===== config.mk =====
export PLATFORM = sky130hd
export DESIGN_NAME = cpw_top
export DESIGN_NICKNAME = d
export VERILOG_FILES = /design/src/design/cpw_top.v /design/src/design/cpw_pin_sync.v
export VERILOG_INCLUDE_DIRS = /design/src /design/src/design
export SDC_FILE = /design/constraint.sdc
export NUM_CORES = 1
export LEC_CHECK = 0
export BUFFER_PORTS_ARGS = -buffer_cell sky130_fd_sc_hd__clkbuf_2
export CAP_MARGIN = 20
export CORE_ASPECT_RATIO = 1.25
export CORE_MARGIN = 1.5
export CORE_UTILIZATION = 35
export CTS_CLUSTER_DIAMETER = 200
export DETAILED_ROUTE_END_ITERATION = 8
export HOLD_SLACK_MARGIN = 0.03
export PLACE_DENSITY = 0.51
export SLEW_MARGIN = 25
export SYNTH_ARGS = -nofsm -noshare
export SYNTH_HDL_FRONTEND = slang
export SYNTH_SLANG_ARGS = --single-unit
export TNS_END_PERCENT = 20

===== constraint.sdc =====
create_clock -name core_clk_i -period 4.7 [get_ports core_clk_i]
set_input_delay 0.94 -clock core_clk_i [delete_from_list [all_inputs] [get_ports core_clk_i]]
set_output_delay 0.94 -clock core_clk_i [all_outputs]
set_load 0.01 [all_outputs]

===== src/design/cpw_defs.vh =====
// constants for the complementary pwm transfer and cutoff block
// assumes a single 20 MHz core clock and a synchronous active-low reset
`ifndef CPW_DEFS_VH
`define CPW_DEFS_VH

// default counter and compare width
`define CPW_WIDTH 16
// reset value of the duty buffer and the active duty compare
`define CPW_DUTY_RST 16'h0000
// duty value that asks for the constant active-level waveform
`define CPW_DUTY_ZERO 16'h0000
// overcurrent detect mode bit encodings
`define CPW_MODE_AUTO 1'b1
`define CPW_MODE_TWO_STAGE 1'b0
// counter direction encodings
`define CPW_DIR_UP 1'b0
`define CPW_DIR_DOWN 1'b1
// pin levels: both phases are active low
`define CPW_LVL_ACTIVE 1'b0
`define CPW_LVL_INACTIVE 1'b1
// index of each comparator in the synchronised vector
`define CPW_CMP0 0
`define CPW_CMP1 1
// number of comparator inputs
`define CPW_NCMP 2

`endif


===== src/design/cpw_top.v =====
// complementary pwm generator: duty buffer transfer and forced cutoff
// assumes duty writes and control come from logic on core_clk_i, and the
// comparator outputs arrive asynchronously from the analog side
`timescale 1ns/100ps
`default_nettype none
`include "cpw_defs.vh"

// How it works
// RL1 - interrupt pulse on each carrier-top match
// RL2 - software reloads duty every tenth match
// RL3 - ordinary duty copies at secondary underflow
// RL4 - zero duty: no copy at underflow
// RL5 - zero duty: copy at carrier-top match
// RL6 - zero to nonzero: skip first underflow
// RL7 - zero to nonzero: copy at top match
// RL8 - duty at/above top copies at underflow
// RL9 - above-top to ordinary copies at underflow
// RL10 - two cutoff modes: auto or two-stage
// RL11 - auto mode: rising edge forces hi-z
// RL12 - auto mode: release at next carrier boundary
// RL13 - two-stage: comparator 0 alone auto-releases
// RL14 - two-stage latched: falling edges don't release
// RL15 - software writes release after comparators idle
// RL16 - latched release waits for carrier boundary
// RL17 - period is twice (top plus 2 minus preset)
// RL18 - dead time equals primary preset
// RL19 - software selects mode before starting counters
// RL20 - release resumes current waveform, counters untouched
module cpw_top #(
   parameter WIDTH = `CPW_WIDTH
) (
   // clock and reset
   input wire core_clk_i,
   input wire rst_n_i,
   // control levels and strobes
   input wire count_start_i,
   input wire overcurrent_detect_mode_bit_i,
   input wire cutoff_release_bit_i,
   // timer setup
   input wire [WIDTH-1:0] carrier_top_compare_i,
   input wire [WIDTH-1:0] primary_preset_i,
   // duty buffer write port
   input wire duty_wr_i,
   input wire [WIDTH-1:0] duty_data_i,
   // comparator pins
   input wire comp0_i,
   input wire comp1_i,
   // power stage pins
   output reg normal_phase_out_o,
   output reg normal_phase_oe_o,
   output reg counter_phase_out_o,
   output reg counter_phase_oe_o,
   // status
   output reg top_match_irq_o,
   output reg [WIDTH-1:0] duty_compare_o,
   output reg hiz_o,
   output reg cutoff_latched_o
);

   // true when the counter sits above duty plus preset (widened sum)
   function above_sum;
      input [WIDTH-1:0] cnt;
      input [WIDTH-1:0] n;
      input [WIDTH-1:0] p;
      reg [WIDTH:0] sum;
      begin
         sum = {1'b0, n} + {1'b0, p};
         above_sum = ({1'b0, cnt} > sum);
      end
   endfunction

   // true when a duty value is the zero special case
   function is_zero;
      input [WIDTH-1:0] v;
      begin
         is_zero = (v == `CPW_DUTY_ZERO);
      end
   endfunction

   // counter state
   reg [WIDTH-1:0] primary_counter_reg;   // counts preset .. top+1 and back
   reg [WIDTH-1:0] primary_counter_next;
   reg dir_reg;                           // up or down half of the carrier
   reg dir_next;
   reg running_reg;                       // counters enabled last cycle

   // duty buffer and active compare
   reg [WIDTH-1:0] duty_buffer_reg;
   reg [WIDTH-1:0] duty_buffer_next;
   reg [WIDTH-1:0] duty_compare_reg;
   reg [WIDTH-1:0] duty_compare_next;
   reg xfer_at_top_reg;                   // next copy must wait for top match
   reg xfer_at_top_next;

   // cutoff state
   reg hiz_reg;
   reg hiz_next;
   reg latched_reg;                       // two-stage latched cutoff
   reg latched_next;
   reg release_req_reg;                   // software asked for release
   reg release_req_next;

   // waveform decode
   reg normal_active;
   reg counter_active;

   // timing events
   wire [WIDTH:0] top_plus_one;           // turning point of the up count
   wire top_match;                        // primary equals carrier top on the way up
   wire underflow;                        // secondary counter wraps at the trough
   wire carrier_edge;                     // carrier-period boundary

   // synchronised comparator view
   wire [`CPW_NCMP-1:0] cmp_level;
   wire [`CPW_NCMP-1:0] cmp_rise;
   wire cmp_idle;                         // both comparators inactive
   wire mode_auto;

   // comparator pins are asynchronous, so each passes two flops
   cpw_pin_sync #(
      .WIDTH(`CPW_NCMP)
   ) u_cmp_sync (
      .core_clk_i(core_clk_i),
      .rst_n_i(rst_n_i),
      .pin_i({comp1_i, comp0_i}),
      .level_o(cmp_level),
      .rise_o(cmp_rise),
      .fall_o()
   );

   assign top_plus_one = {1'b0, carrier_top_compare_i} + {{WIDTH{1'b0}}, 1'b1};
   // RL1 carrier-top match
   assign top_match = running_reg && (dir_reg == `CPW_DIR_UP) &&
                      (primary_counter_reg == carrier_top_compare_i);
   // the secondary counter is the primary minus preset, so it wraps here
   assign underflow = running_reg && (dir_reg == `CPW_DIR_DOWN) &&
                      (primary_counter_reg == primary_preset_i);
   assign carrier_edge = underflow;
   assign cmp_idle = ~cmp_level[`CPW_CMP0] & ~cmp_level[`CPW_CMP1];
   // RL19 mode bit is expected stable once counting
   assign mode_auto = (overcurrent_detect_mode_bit_i == `CPW_MODE_AUTO);

   // carrier counter: up and down halves each hold the turn value once
   always @* begin
      primary_counter_next = primary_counter_reg;
      dir_next = dir_reg;
      if (!count_start_i) begin
         // stopped: park at the preset so a start gives a full period
         primary_counter_next = primary_preset_i;
         dir_next = `CPW_DIR_UP;
      end else if (!running_reg) begin
         primary_counter_next = primary_preset_i;
         dir_next = `CPW_DIR_UP;
      end else if (dir_reg == `CPW_DIR_UP) begin
         // RL17 up half spans top+2-preset cycles
         if ({1'b0, primary_counter_reg} == top_plus_one) begin
            dir_next = `CPW_DIR_DOWN;
         end else begin
            primary_counter_next = primary_counter_reg + {{(WIDTH-1){1'b0}}, 1'b1};
         end
      end else begin
         // RL17 down half mirrors the up half
         if (primary_counter_reg == primary_preset_i) begin
            dir_next = `CPW_DIR_UP;
         end else begin
            primary_counter_next = primary_counter_reg - {{(WIDTH-1){1'b0}}, 1'b1};
         end
      end
   end

   // duty buffer, transfer timing and its special cases
   always @* begin
      duty_buffer_next = duty_buffer_reg;
      duty_compare_next = duty_compare_reg;
      xfer_at_top_next = xfer_at_top_reg;
      // transfers happen first, so a write in the same cycle is never lost
      if (xfer_at_top_reg) begin
         // RL5 zero copies at top match
         // RL7 first top match after zero exit
         if (top_match) begin
            duty_compare_next = duty_buffer_reg;
            xfer_at_top_next = 1'b0;
         end
         // RL4 no copy at underflow here
         // RL6 first underflow is skipped
      end else if (underflow) begin
         // RL3 ordinary copy at underflow
         // RL8 values at or above top copy here too
         // RL9 leaving above-top copies at first underflow
         duty_compare_next = duty_buffer_reg;
      end
      // RL2 software write; entering or leaving zero defers to top match
      if (duty_wr_i) begin
         duty_buffer_next = duty_data_i;
         if (is_zero(duty_data_i) || is_zero(duty_buffer_reg)) begin
            xfer_at_top_next = 1'b1;
         end
      end
   end

   // waveform decode from the active compare only
   always @* begin
      normal_active = 1'b0;
      counter_active = 1'b0;
      if (!running_reg) begin
         // idle counters leave both phases inactive
         normal_active = 1'b0;
         counter_active = 1'b0;
      end else if (is_zero(duty_compare_reg)) begin
         // zero compare: normal phase constantly active
         normal_active = 1'b1;
         counter_active = 1'b0;
      end else begin
         // RL18 the preset gap between the two thresholds is the dead time
         normal_active = above_sum(primary_counter_reg, duty_compare_reg,
                                   primary_preset_i);
         // above top the counter phase stays active throughout
         counter_active = (primary_counter_reg <= duty_compare_reg);
      end
   end

   // cutoff control for both detection modes
   always @* begin
      hiz_next = hiz_reg;
      latched_next = latched_reg;
      release_req_next = release_req_reg;
      // RL10 mode select
      if (mode_auto) begin
         // auto mode never latches
         latched_next = 1'b0;
         release_req_next = 1'b0;
         // RL12 release only at boundary once the trigger fell
         if (hiz_reg && carrier_edge && cmp_idle) begin
            hiz_next = 1'b0;
         end
         // RL11 any rising edge cuts off; set wins over release
         if (cmp_rise[`CPW_CMP0] || cmp_rise[`CPW_CMP1]) begin
            hiz_next = 1'b1;
         end
      end else begin
         // RL15 software strobe is only honoured while latched
         if (cutoff_release_bit_i && latched_reg) begin
            release_req_next = 1'b1;
         end
         if (latched_reg) begin
            // RL14 falling edges do nothing while latched
            // RL16 release at carrier boundary after the strobe
            if ((release_req_reg || cutoff_release_bit_i) && carrier_edge && cmp_idle) begin
               hiz_next = 1'b0;
               latched_next = 1'b0;
               release_req_next = 1'b0;
            end
         end else if (hiz_reg && carrier_edge && cmp_idle) begin
            // RL13 comparator 0 alone releases automatically
            hiz_next = 1'b0;
         end
         // second stage or repeated trip latches; set wins over release
         if (cmp_rise[`CPW_CMP1] || (cmp_rise[`CPW_CMP0] && hiz_reg)) begin
            hiz_next = 1'b1;
            latched_next = 1'b1;
            release_req_next = 1'b0;
         end else if (cmp_rise[`CPW_CMP0]) begin
            hiz_next = 1'b1;
         end
      end
   end

   // state registers
   always @(posedge core_clk_i) begin
      if (!rst_n_i) begin
         primary_counter_reg <= {WIDTH{1'b0}};
         dir_reg <= `CPW_DIR_UP;
         running_reg <= 1'b0;
         duty_buffer_reg <= `CPW_DUTY_RST;
         duty_compare_reg <= `CPW_DUTY_RST;
         xfer_at_top_reg <= 1'b0;
         hiz_reg <= 1'b0;
         latched_reg <= 1'b0;
         release_req_reg <= 1'b0;
      end else begin
         primary_counter_reg <= primary_counter_next;
         dir_reg <= dir_next;
         running_reg <= count_start_i;
         duty_buffer_reg <= duty_buffer_next;
         duty_compare_reg <= duty_compare_next;
         xfer_at_top_reg <= xfer_at_top_next;
         hiz_reg <= hiz_next;
         latched_reg <= latched_next;
         release_req_reg <= release_req_next;
      end
   end

   // output flops; enables follow the next cutoff state so a trip is prompt
   always @(posedge core_clk_i) begin
      if (!rst_n_i) begin
         normal_phase_out_o <= `CPW_LVL_INACTIVE;
         counter_phase_out_o <= `CPW_LVL_INACTIVE;
         normal_phase_oe_o <= 1'b1;
         counter_phase_oe_o <= 1'b1;
         top_match_irq_o <= 1'b0;
         duty_compare_o <= `CPW_DUTY_RST;
         hiz_o <= 1'b0;
         cutoff_latched_o <= 1'b0;
      end else begin
         // RL20 levels keep tracking the live waveform during hi-z
         normal_phase_out_o <= normal_active ? `CPW_LVL_ACTIVE : `CPW_LVL_INACTIVE;
         counter_phase_out_o <= counter_active ? `CPW_LVL_ACTIVE : `CPW_LVL_INACTIVE;
         // RL11 both pins float together
         normal_phase_oe_o <= ~hiz_next;
         counter_phase_oe_o <= ~hiz_next;
         // RL1 one-cycle request per match
         top_match_irq_o <= top_match;
         duty_compare_o <= duty_compare_next;
         hiz_o <= hiz_next;
         cutoff_latched_o <= latched_next;
      end
   end

endmodule

`default_nettype wire


===== src/design/cpw_pin_sync.v =====
// two-flop synchroniser with edge detection for asynchronous pins
// assumes the pins are slow levels from analog comparators
`timescale 1ns/100ps
`default_nettype none

module cpw_pin_sync #(
   parameter WIDTH = 2
) (
   // clock and reset
   input wire core_clk_i,
   input wire rst_n_i,
   // raw pins
   input wire [WIDTH-1:0] pin_i,
   // synchronised level and one-cycle edge pulses
   output wire [WIDTH-1:0] level_o,
   output wire [WIDTH-1:0] rise_o,
   output wire [WIDTH-1:0] fall_o
);

   // first stage: read only by the second stage
   reg [WIDTH-1:0] meta_reg;
   // second stage: first safe copy
   reg [WIDTH-1:0] sync_reg;
   // previous safe copy for edge detection
   reg [WIDTH-1:0] prev_reg;

   // capture chain; edges come from the two safe stages only
   always @(posedge core_clk_i) begin
      if (!rst_n_i) begin
         meta_reg <= {WIDTH{1'b0}};
         sync_reg <= {WIDTH{1'b0}};
         prev_reg <= {WIDTH{1'b0}};
      end else begin
         meta_reg <= pin_i;
         sync_reg <= meta_reg;
         prev_reg <= sync_reg;
      end
   end

   assign level_o = sync_reg;
   assign rise_o = sync_reg & ~prev_reg;
   assign fall_o = ~sync_reg & prev_reg;

endmodule

`default_nettype wire


; ---- Word level (Yosys, flattened, before mapping)
; Index checks and enable logic that the tools add are counted.
[totals]
ff_bits = 64
input_bits = 56
output_inout_bits = 23
[classes]
n_addsub = 4
n_lt_le_gt_ge = 2
n_eq_ne = 6
mux = 34
bitwise = 8
reduce_logical = 23
[op_table]
columns = op, count
row1 = $mux 16, 8
row2 = $logic_not 16->1, 3
row3 = $eq 16x16->1, 2
row4 = $mux 1, 26
row5 = $add 16x1->17 const B, 1
row6 = $add 16x16->17, 1
row7 = $eq 16x17->1, 1
row8 = $gt 16x17->1, 1
row9 = $add 16x1->16 const B, 1
row10 = $le 16x16->1, 1
row11 = $sub 16x1->16 const B, 1
row12 = $logic_and 1x1->1, 10
row13 = $ne 4x4->1 const B, 2
row14 = $not 1->1, 5
row15 = $logic_or 1x1->1, 4
row16 = $reduce_and 2->1, 2
row17 = $reduce_and 3->1, 1
row18 = $reduce_or 3->1, 1
row19 = $and 2x2->2, 1
row20 = $ne 2x1->1 const B, 1
row21 = $not 2->2, 1
row22 = $reduce_bool 2->1, 1
row23 = $reduce_or 2->1, 1
row24 = $and 1x1->1, 1

; ---- Longest topological paths before layout
; Gate-level depths: netlist (run 1).
[depth]
ltp_word = 10
mapped_depth = 18

; ---- By module
; A second synthesis (run 1) with hierarchy kept.
[unflattened]
hier_cells = 641
area_unflattened_um2 = 5392.7
[by_module_without_submodules]
columns = module, n_inst, cells_per_inst, area_each_um2, seq_area_each_um2
row1 = cpw_top, 1, 625, 5210.0, 1161.1
row2 = cpw_pin_sync, 1, 16, 182.7, 120.1

; ---- Worst setup path before layout (run 1)
; No wires, ideal clock.
[synth_path]
path_kind = input-to-reg
from = in primary_preset_i[0]
to = reg normal_phase_out_o
t_arrival_ps = 3604
required_time_ps = 4585
slack_ps = 982
path_stages = 16
n_path_buf = 0
cell_sequence = ha_1 > fa_1 > a21o_1 > a21oi_1 > nor2b_1 > o21ai_0 > o21ai_0 > o41ai_1 > xor2_1 > ha_1 > nand4_1 > nor2_1 > a211oi_1 > a21oi_1 > o21ai_0 > o21a_1
[synth_via]
elab_chain_cells = 5
[synth_lines]
columns = element, line
row1 = from (decl), cpw_top.v:41  ; input wire [WIDTH-1:0] primary_preset_i,
row2 = $add 16x16->17, cpw_top.v:67  ; sum = {1'b0, n} + {1'b0, p};
row3 = $gt 16x17->1, cpw_top.v:68  ; above_sum = ({1'b0, cnt} > sum);
row4 = $mux 1, cpw_top.v:209  ; end else if (is_zero(duty_compare_reg)) begin
row5 = $mux 1, cpw_top.v:205  ; if (!running_reg) begin
row6 = $mux 1 (no source line), --
row7 = to (signal assigned), cpw_top.v:296  ; normal_phase_out_o <= `CPW_LVL_INACTIVE;
row8 = to (signal assigned), cpw_top.v:306  ; normal_phase_out_o <= normal_active ? `CPW_LVL_ACTIVE : `CPW_LVL_INACTIVE;
row9 = to (decl), cpw_top.v:49  ; output reg normal_phase_out_o,
; No other way between the ends.
; A chain may end at the register's enable or synchronous reset.

; ---- Worst setup path after layout (run 1)
; Ends and elaborated chain as after synthesis.

==> results of run 1 <==
logic make-up after synthesis:
group,synth area share
xor+xnor,0.104
flops,0.237
compound gates,0.189
simple gates,0.204
buf+inv,0.0357
mux,0.0760
fa+ha+maj,0.153
worst max path at each step:
stage / slack, ns / startpoint / end
6_report: 0.63 / primary_preset_i[0] / normal_phase_out_o
3_5_place_dp: 0.34 / primary_preset_i[0] / normal_phase_out_o
3_3_place_gp: 0.42 / primary_preset_i[1] / normal_phase_out_o
5_1_grt: 0.31 / primary_preset_i[0] / normal_phase_out_o
2_1_floorplan: 0.98 / primary_preset_i[0] / normal_phase_out_o
4_1_cts: 0.67 / primary_preset_i[0] / normal_phase_out_o
metrics by stage:
step	std cells	worst slack (ns)	hold slack [ns]	instance area (sq um)
2_1_floorplan	627	0.982	0.412	5400
3_3_place_gp	870	0.418	0.415	5940
3_5_place_dp	870	0.343	0.422	5940
4_1_cts	886	0.669	0.436	6260
5_1_grt	886	0.306	0.448	6260
6_report	886	0.635	0.432	6260
where the power goes:
group | switching (W) | internal, W
clock network | 0.000267 | 0.000467
logic | 0.000164 | 0.000127
registers | 0.0000377 | 0.000565
total | 0.000468 | 0.00116
cell type report:
type,count,area (sq um),area share
Clock inverter,6,92.6,0.0148
Clock buffer,10,229,0.0366
Inverter,26,97.6,0.0156
Multi-Input combinational cell,518,3920,0.627
Tap cell,182,228,0.0364
Sequential cell,64,1280,0.205
Timing Repair Buffer,80,405,0.0648
placed cells by master, fill, tap and decap left out, types with 3 or more instances in the layout:
cell,Yosys,final
o21a_1,9,9
nand2_1,25,25
and2_1,10,10
inv_1,26,25
nand4_1,17,17
a211oi_1,8,8
a21o_1,18,18
nand3_1,15,15
nor2b_1,13,13
xnor2_1,28,28
dfxtp_1,64,64
a21oi_1,38,38
nor4_4,3,3
nor4_1,18,18
ha_1,63,63
o21ai_0,29,29
a31oi_1,6,6
clkbuf_16,0,9
nor2_1,63,63
nand2b_1,7,7
or3_1,3,3
xor2_1,34,34
clkbuf_2,1,78
mux2i_1,41,41
o221ai_1,3,3
nor3_1,10,10
o31ai_1,5,5
layer usage:
metal / up-vias / part of all wire / wire length, um
met2: 127 / 0.50 / 7960
met3: 34 / 0.032 / 511
met5: - / 0 / 0
met1: 2291 / 0.42 / 6710
met4: 0 / 0.038 / 604
li1: 2458 / - / -
==> flow_summary.yaml, run 1 <==
sta:
  min_period_ns: 4.07
  fmax_ghz: 0.246
  setup_tns_ns: 0
  tightest_slew_ns: 0.990
  relSlewSlack: 0.340
  grt_setup_unrepaired: "false"
  skew_ns: 0.00427
  setup_viol: 0
  hold_violations: 0
  drv_slew: 0
  fin_crit_sh: 0.865
synth:
  synth_seq_cells: 64
  synth_common_cells: "64 x dfxtp_1, 63 x ha_1, 63 x nor2_1"
  synth-seq-area-share: 0.237
  ys.flop_type: "dfxtp_1"
  synth.most_common_cell: "dfxtp_1"
  async_reset_ff_frac: 0
  synth_top_area_cell: "dfxtp_1"
  yosys_warnings: 0
  synth.area.top_cells: "dfxtp_1 24%, ha_1 15%, mux2i_1 7.6%, xor2_1 5.5%, xnor2_1 4.5%"
  syn_nets: 748
  syn_area_sq_mm: 0.00540
  yosysTopAreaCellShare: 0.237
  synth_edf_count: 0
  syn_area_per_cell_sq_um: 8.61
  synthCells: 627
  netlist-cell-type-count: 70
layout:
  antenna_cells: 0
  nets: 820
  areaGrowthSynthToFinish_pct: 15.9
  n_fill_cell: 1576
  drive_gt1_frac: 0.165
  final_core_util: 0.417
power:
  ir_drop_uv: 168
  p_per_area_mw_per_mm2: 260
  leakage_nw: 2.78
  fin_total_pwr_w: 0.00163
clocking:
  clockRootBuffer: "clkbuf_16"
  cts_made_buffers: 9
  cts_tree: "built"
  ctsResizeCount: 0
  clock_path_buffers: 2
  cts_sinks: 64
  ctsHoldBuffers: 0
  clk_pin_slew_ns: 0.06
  clkLatencyLatePin_ns: 0.34
  cts_setup_buffers: 0
  cts_htree_levels: 3
worst_hold_path:
  holdPathEnd: "u_cmp_sync.level_o[0]"
  min_path_cells: 1
  hold_path.startpoint: "u_cmp_sync.meta_reg[0]"
  hp-class: "reg -> reg"
worst_setup_path:
  crit_chain: "clkbuf_2, ha_1, fa_1, a21o_1, a21oi_1, nor2b_1, o21ai_0, o21ai_0, o41ai_1, xor2_1, ha_1, nand4_1, nor2_1, a211oi_1, a21oi_1, o21ai_0, o21a_1"
  reg2reg_to: "normal_phase_out_o"
  worst_setup_path_start_kind: "input port"
  required_ns: 4.93
  crit_type: "in -> reg"
  worstReg2RegStart: "duty_compare_o[0]"
  cp-end-kind: "register"
  cpMaxStageDelayCell: "o41ai_1"
  rrSetupSlack_ns: 0.95
  cp_num_buf_inv: 1
  reg2reg_depth: 16
  crit_top_cell: "o21ai_0"
  crit_fanout: 3
  cp.depth: 17
  critPathTopFamily: "compound AO/OA/AOI/OAI gates"
  crit_path_max_incr_delay_ns: 0.48
  arrival_ns: 4.30
floorplanning:
  start_util: 0.360
  die_w_um: 114
  core_area_sq_mm: 0.0150
  row_count: 50
  io_pins: 79
  design.die.area_sq_mm: 0.0162
  die_h_um: 142
global_routing:
  grt_pass1_vias: 5011
  grt_use_met2: 0.365
  grt_pass1_wl_um: 25200
  overflow: 0
  grt_use_total: 0.199
  use_met3: 0.0243
  use_met1: 0.227
  grt_max_degree: 33
  antenna_found_initial: 0
  top_usage_layer: "met2"
job:
  cap_violations: 0
routing:
  via_count: 4910
  viasPerCell: 5.54
  first_pass_iters: 4
  drc: 0
  routedWlPerCell_um: 17.8
  totalWireLength_um: 15800
  ant_nets: 0
  dr.first_iter.drc_count: 220
placement:
  port_buffers: 78
  gp_congestion: 0.901
  dp_hpwl_um: 12500
run_status:
  status: "completed"
(Power assumes the default switching activity.)
==> run 2, diff against run 1 <==
Settings changed: REMOVE_ABC_BUFFERS from default to 1.
==> run 2 against run 1 <==
  * Via count down 0.49%
  * Fmax shrank 1.2%
  * Clock skew increased by 0.0028 ns
  * Hold slack improved by 0.0045 ns
  * Die area unchanged
  * Core utilization is essentially flat
  * Clock-buffer cell count shrank 1
  * Critical path depth is the same
  * Routed wire length shrank 1.5%
  * First-iteration DRC count shrank 9.5%
  * Sequential cell count unchanged
  * Combinational power hardly changed
==> flow_summary.yaml, run 2 (same netlist as run 1, synthesis figures left out) <==
worst_setup_path:
  arrival_ns: 4.34
  worst_setup_path_start_kind: "input port"
  crit_chain: "clkbuf_2, ha_1, fa_1, a21o_1, a21oi_1, nor2b_1, o21ai_0, o21ai_0, o41ai_1, xor2_1, ha_1, nand4_1, nor2_1, a211oi_1, a21oi_1, o21ai_0, o21a_1"
  crit_path_max_incr_delay_ns: 0.51
  worstReg2RegStart: "duty_compare_o[0]"
  cpMaxStageDelayCell: "o41ai_1"
  cp-end-kind: "register"
  crit_type: "in -> reg"
  cp_num_buf_inv: 1
  critPathTopFamily: "compound AO/OA/AOI/OAI gates"
  crit_top_cell: "o21ai_0"
  reg2reg_depth: 16
  crit_fanout: 3
  required_ns: 4.93
  reg2reg_to: "normal_phase_out_o"
  rrSetupSlack_ns: 0.88
worst_hold_path:
  min_path_cells: 1
  hold_path.startpoint: "u_cmp_sync.meta_reg[0]"
  holdPathEnd: "u_cmp_sync.level_o[0]"
  hp-class: "reg -> reg"
global_routing:
  use_met1: 0.231
  grt_use_total: 0.196
  grt_max_degree: 36
  overflow: 0
  use_met3: 0.0303
  top_usage_layer: "met2"
  grt_pass1_wl_um: 24900
  grt_use_met2: 0.353
  grt_pass1_vias: 4929
  antenna_found_initial: 0
clocking:
  clkLatencyLatePin_ns: 0.33
  clk_pin_slew_ns: 0.06
  clockRootBuffer: "clkbuf_16"
  cts_made_buffers: 9
  cts_htree_levels: 3
  cts_tree: "built"
  cts_setup_buffers: 0
  cts_sinks: 64
  ctsResizeCount: 0
  ctsHoldBuffers: 0
  clock_path_buffers: 2
routing:
  first_pass_iters: 4
  ant_nets: 0
  drc: 0
  via_count: 4886
  viasPerCell: 5.51
  routedWlPerCell_um: 17.5
  dr.first_iter.drc_count: 199
  totalWireLength_um: 15500
floorplanning:
  io_pins: 79
  core_area_sq_mm: 0.0150
  die_h_um: 142
  row_count: 50
  design.die.area_sq_mm: 0.0162
  start_util: 0.360
  die_w_um: 114
power:
  leakage_nw: 2.80
  ir_drop_uv: 168
  p_per_area_mw_per_mm2: 257
sta:
  setup_viol: 0
  drv_slew: 0
  hold_violations: 0
  fmax_ghz: 0.243
  fin_crit_sh: 0.875
  setup_ws_ns: 0.587
  setup_tns_ns: 0
  tightest_slew_ns: 0.991
  grt_setup_unrepaired: "false"
  min_period_ns: 4.11
  relSlewSlack: 0.339
  skew_ns: 0.00712
layout:
  n_fill_cell: 1527
  layout_commonest_cell: "clkbuf_2"
  final_cell_mix: "78 x clkbuf_2, 64 x dfxtp_1, 63 x nor2_1, 63 x ha_1, 41 x mux2i_1"
  final_core_util: 0.417
  areaGrowthSynthToFinish_pct: 15.9
  design_area_sq_mm: 0.00626
  instances_no_fill: 886
  drive_gt1_frac: 0.166
  antenna_cells: 0
  nets: 820
placement:
  gp_congestion: 0.876
  dp.cells: 870
  port_buffers: 78
  place_ws_ns: 0.357
  dp_hpwl_um: 12500
  placed_area_sq_mm: 0.00594
job:
  cap_violations: 0
run_status:
  status: "completed"
-- run 2: cell types whose count changed in the layout (fill, tap and decap cells not counted), sizes merged --
cell	before	now
clkbuf	88	87
inv	26	27
clkinvlp	2	1
clkinv	2	3
-- run 2: final cells by class --
| class | instances | area, sq um | area share |
|---|---|---|---|
| multi-input combinational | 518 | 3920 | 0.627 |
| clock buffer | 9 | 225 | 0.0360 |
| timing repair buffer | 80 | 405 | 0.0648 |
| tap | 182 | 228 | 0.0364 |
| inverter | 26 | 97.6 | 0.0156 |
| sequential | 64 | 1280 | 0.205 |
| clock inverter | 7 | 95.1 | 0.0152 |
-- run 2: how the worst max path moves through the flow --
| stage | from | end | slack [ns] | cells after the start |
|---|---|---|---|---|
| 5_1_grt | primary_preset_i[0] | normal_phase_out_o | 0.36 | 17 |
| 3_5_place_dp | primary_preset_i[0] | normal_phase_out_o | 0.36 | 17 |
| 3_3_place_gp | primary_preset_i[0] | normal_phase_out_o | 0.42 | 17 |
| 6_report | primary_preset_i[0] | normal_phase_out_o | 0.59 | 17 |
| 2_1_floorplan | primary_preset_i[0] | normal_phase_out_o | 0.98 | 16 |
| 4_1_cts | primary_preset_i[0] | normal_phase_out_o | 0.69 | 17 |
-- run 2: metal layers --
metal | vias up | share of wire
met2 | 113 | 0.50
met3 | 26 | 0.038
li1 | 2455 | -
met1 | 2292 | 0.43
met4 | 0 | 0.030
met5 | - | 0
-- run 2: through the flow --
stage               hold slack [ns]  power (W)
finish                        0.437    0.00161
global route                  0.454    0.00169
CTS                           0.436    0.00162
floorplan                     0.412   0.000791
detailed placement            0.423   0.000906
global placement              0.421   0.000897
-- run 2: where the power goes --
part	total (W)	internal, W	switching, W
clock	0.000716	0.000464	0.000252
sequential	0.000603	0.000565	0.0000375
combinational	0.000290	0.000127	0.000163
==> run 3, diff against run 2 <==
Settings changed: PLACE_DENSITY 0.51 to default.
==> run 3 against run 2 <==
  * Combinational power is essentially flat
  * Fmax grew 1.7%
  * Non-clock buffer count shrank 1
  * Final cell count shrank 0.11%
  * Routed wire length shrank 2.6%
  * Total power grew 3.4%
  * Register-to-register slack gained 0.05 ns
  * Clock power grew 7.8%
  * Global-route usage shrank 0.095 points
  * Sequential cell count is the same
  * Sequential share of layout area shrank 0.057 points
  * Largest power group unchanged
==> flow_summary.yaml, run 3 (same netlist as run 1, synthesis figures left out) <==
clocking:
  clkLatencyLatePin_ns: 0.33
  cts_setup_buffers: 0
  cts_htree_levels: 3
  cts_sinks: 64
  ctsResizeCount: 0
  clk_pin_slew_ns: 0.06
  ctsHoldBuffers: 0
  clockRootBuffer: "clkbuf_16"
  clock_path_buffers: 2
  cts_made_buffers: 9
  cts_tree: "built"
global_routing:
  grt_pass1_wl_um: 24700
  top_usage_layer: "met2"
  overflow: 0
  antenna_found_initial: 0
  grt_use_met2: 0.350
  grt_use_total: 0.195
  use_met3: 0.0316
  grt_pass1_vias: 4990
  grt_max_degree: 26
  use_met1: 0.223
power:
  p_comb_frac: 0.173
  leakage_nw: 2.80
  clockPowerShare: 0.464
  switchingPower_w: 0.000454
  p_sw_frac: 0.273
  power_frac_seq: 0.363
  ir_drop_uv: 189
  p_per_area_mw_per_mm2: 265
  p_int_w: 0.00121
  fin_total_pwr_w: 0.00166
worst_setup_path:
  arrival_ns: 4.27
  reg2reg_depth: 16
  crit_fanout: 3
  required_ns: 4.93
  worst_setup_path_start_kind: "input port"
  crit_type: "in -> reg"
  worstReg2RegStart: "duty_compare_o[0]"
  critPathTopFamily: "compound AO/OA/AOI/OAI gates"
  cpMaxStageDelayCell: "o41ai_1"
  cp_num_buf_inv: 1
  crit_chain: "clkbuf_2, ha_1, fa_1, a21o_1, a21oi_1, nor2b_1, o21ai_0, o21ai_0, o41ai_1, xor2_1, ha_1, nand4_1, nor2_1, a211oi_1, a21oi_1, o21ai_0, o21a_1"
  rrSetupSlack_ns: 0.93
  cp-end-kind: "register"
  crit_path_max_incr_delay_ns: 0.46
  crit_top_cell: "o21ai_0"
  cp.depth: 17
  crit_start: "primary_preset_i[0]"
job:
  cap_violations: 0
layout:
  drive_gt1_frac: 0.165
  antenna_cells: 0
  n_fill_cell: 1532
  final_cell_mix: "78 x clkbuf_2, 64 x dfxtp_1, 63 x nor2_1, 63 x ha_1, 41 x mux2i_1"
  multi_input_area_sq_mm: 0.00392
  layout_commonest_cell: "clkbuf_2"
  areaGrowthSynthToFinish_pct: 16.2
  regArea_sq_mm: 0.00128
  instances_no_fill: 885
  nets: 819
floorplanning:
  io_pins: 79
  die_w_um: 114
  design.die.area_sq_mm: 0.0162
  die_h_um: 142
  row_count: 50
  start_util: 0.360
  core_area_sq_mm: 0.0150
routing:
  dr.first_iter.drc_count: 204
  routedWlPerCell_um: 17.1
  drc: 0
  via_count: 4944
  ant_nets: 0
  viasPerCell: 5.59
  totalWireLength_um: 15100
  first_pass_iters: 5
worst_hold_path:
  hp-class: "reg -> reg"
  hold_path.startpoint: "u_cmp_sync.meta_reg[1]"
  min_path_cells: 1
placement:
  dp.cells: 869
  port_buffers: 78
  dp_hpwl_um: 12100
  gp_congestion: 0.894
sta:
  drv_slew: 0
  grt_setup_unrepaired: "false"
  tightest_slew_ns: 0.965
  relSlewSlack: 0.357
  holdWs_ns: 0.432
  setup_viol: 0
  setup_tns_ns: 0
  min_period_ns: 4.04
  hold_violations: 0
  fin_crit_sh: 0.860
  fmax_ghz: 0.247
  skew_ns: 0.00730
run_status:
  status: "completed"
## run 3: area by class of cell
class | instances | share of cell area
inverter | 26 | 0.0156
tap | 182 | 0.0363
multi-input combinational | 518 | 0.625
timing repair buffer | 79 | 0.0634
clock inverter | 7 | 0.0191
clock buffer | 9 | 0.0359
sequential | 64 | 0.204
## run 3: final timing paths
kind | to
worst max-delay path | normal_phase_out_o
worst min-delay path | u_cmp_sync.level_o[1]
worst max register to register | normal_phase_out_o
worst min register to register | u_cmp_sync.level_o[1]
## run 3: layer usage
metal | vias to the layer above | share of wire | wire length [um]
met5 | - | 0 | 0
met4 | 0 | 0.031 | 472
met3 | 36 | 0.043 | 658
met2 | 148 | 0.50 | 7520
met1 | 2297 | 0.43 | 6480
li1 | 2463 | - | -
## run 3: metrics by stage
| stage | utilization | setup WS [ns] | cell area (sq um) |
|---|---|---|---|
| final | 0.418 | 0.656 | 6270 |
| after global routing | 0.418 | 0.357 | 6270 |
| after CTS | 0.418 | 0.714 | 6270 |
| after detailed placement | 0.395 | 0.366 | 5930 |
| after global placement | 0.395 | 0.484 | 5930 |
| after floorplan | - | 0.982 | 5300 |
## run 3: power by group through the flow
stage	clock network (W)	logic, W	registers (W)
after floorplan	0	0.000189	0.000602
after global placement	0	0.000280	0.000614
after detailed placement	0	0.000287	0.000616
after CTS	0.000790	0.000289	0.000604
after global routing	0.000808	0.000324	0.000608
final	0.000772	0.000288	0.000604
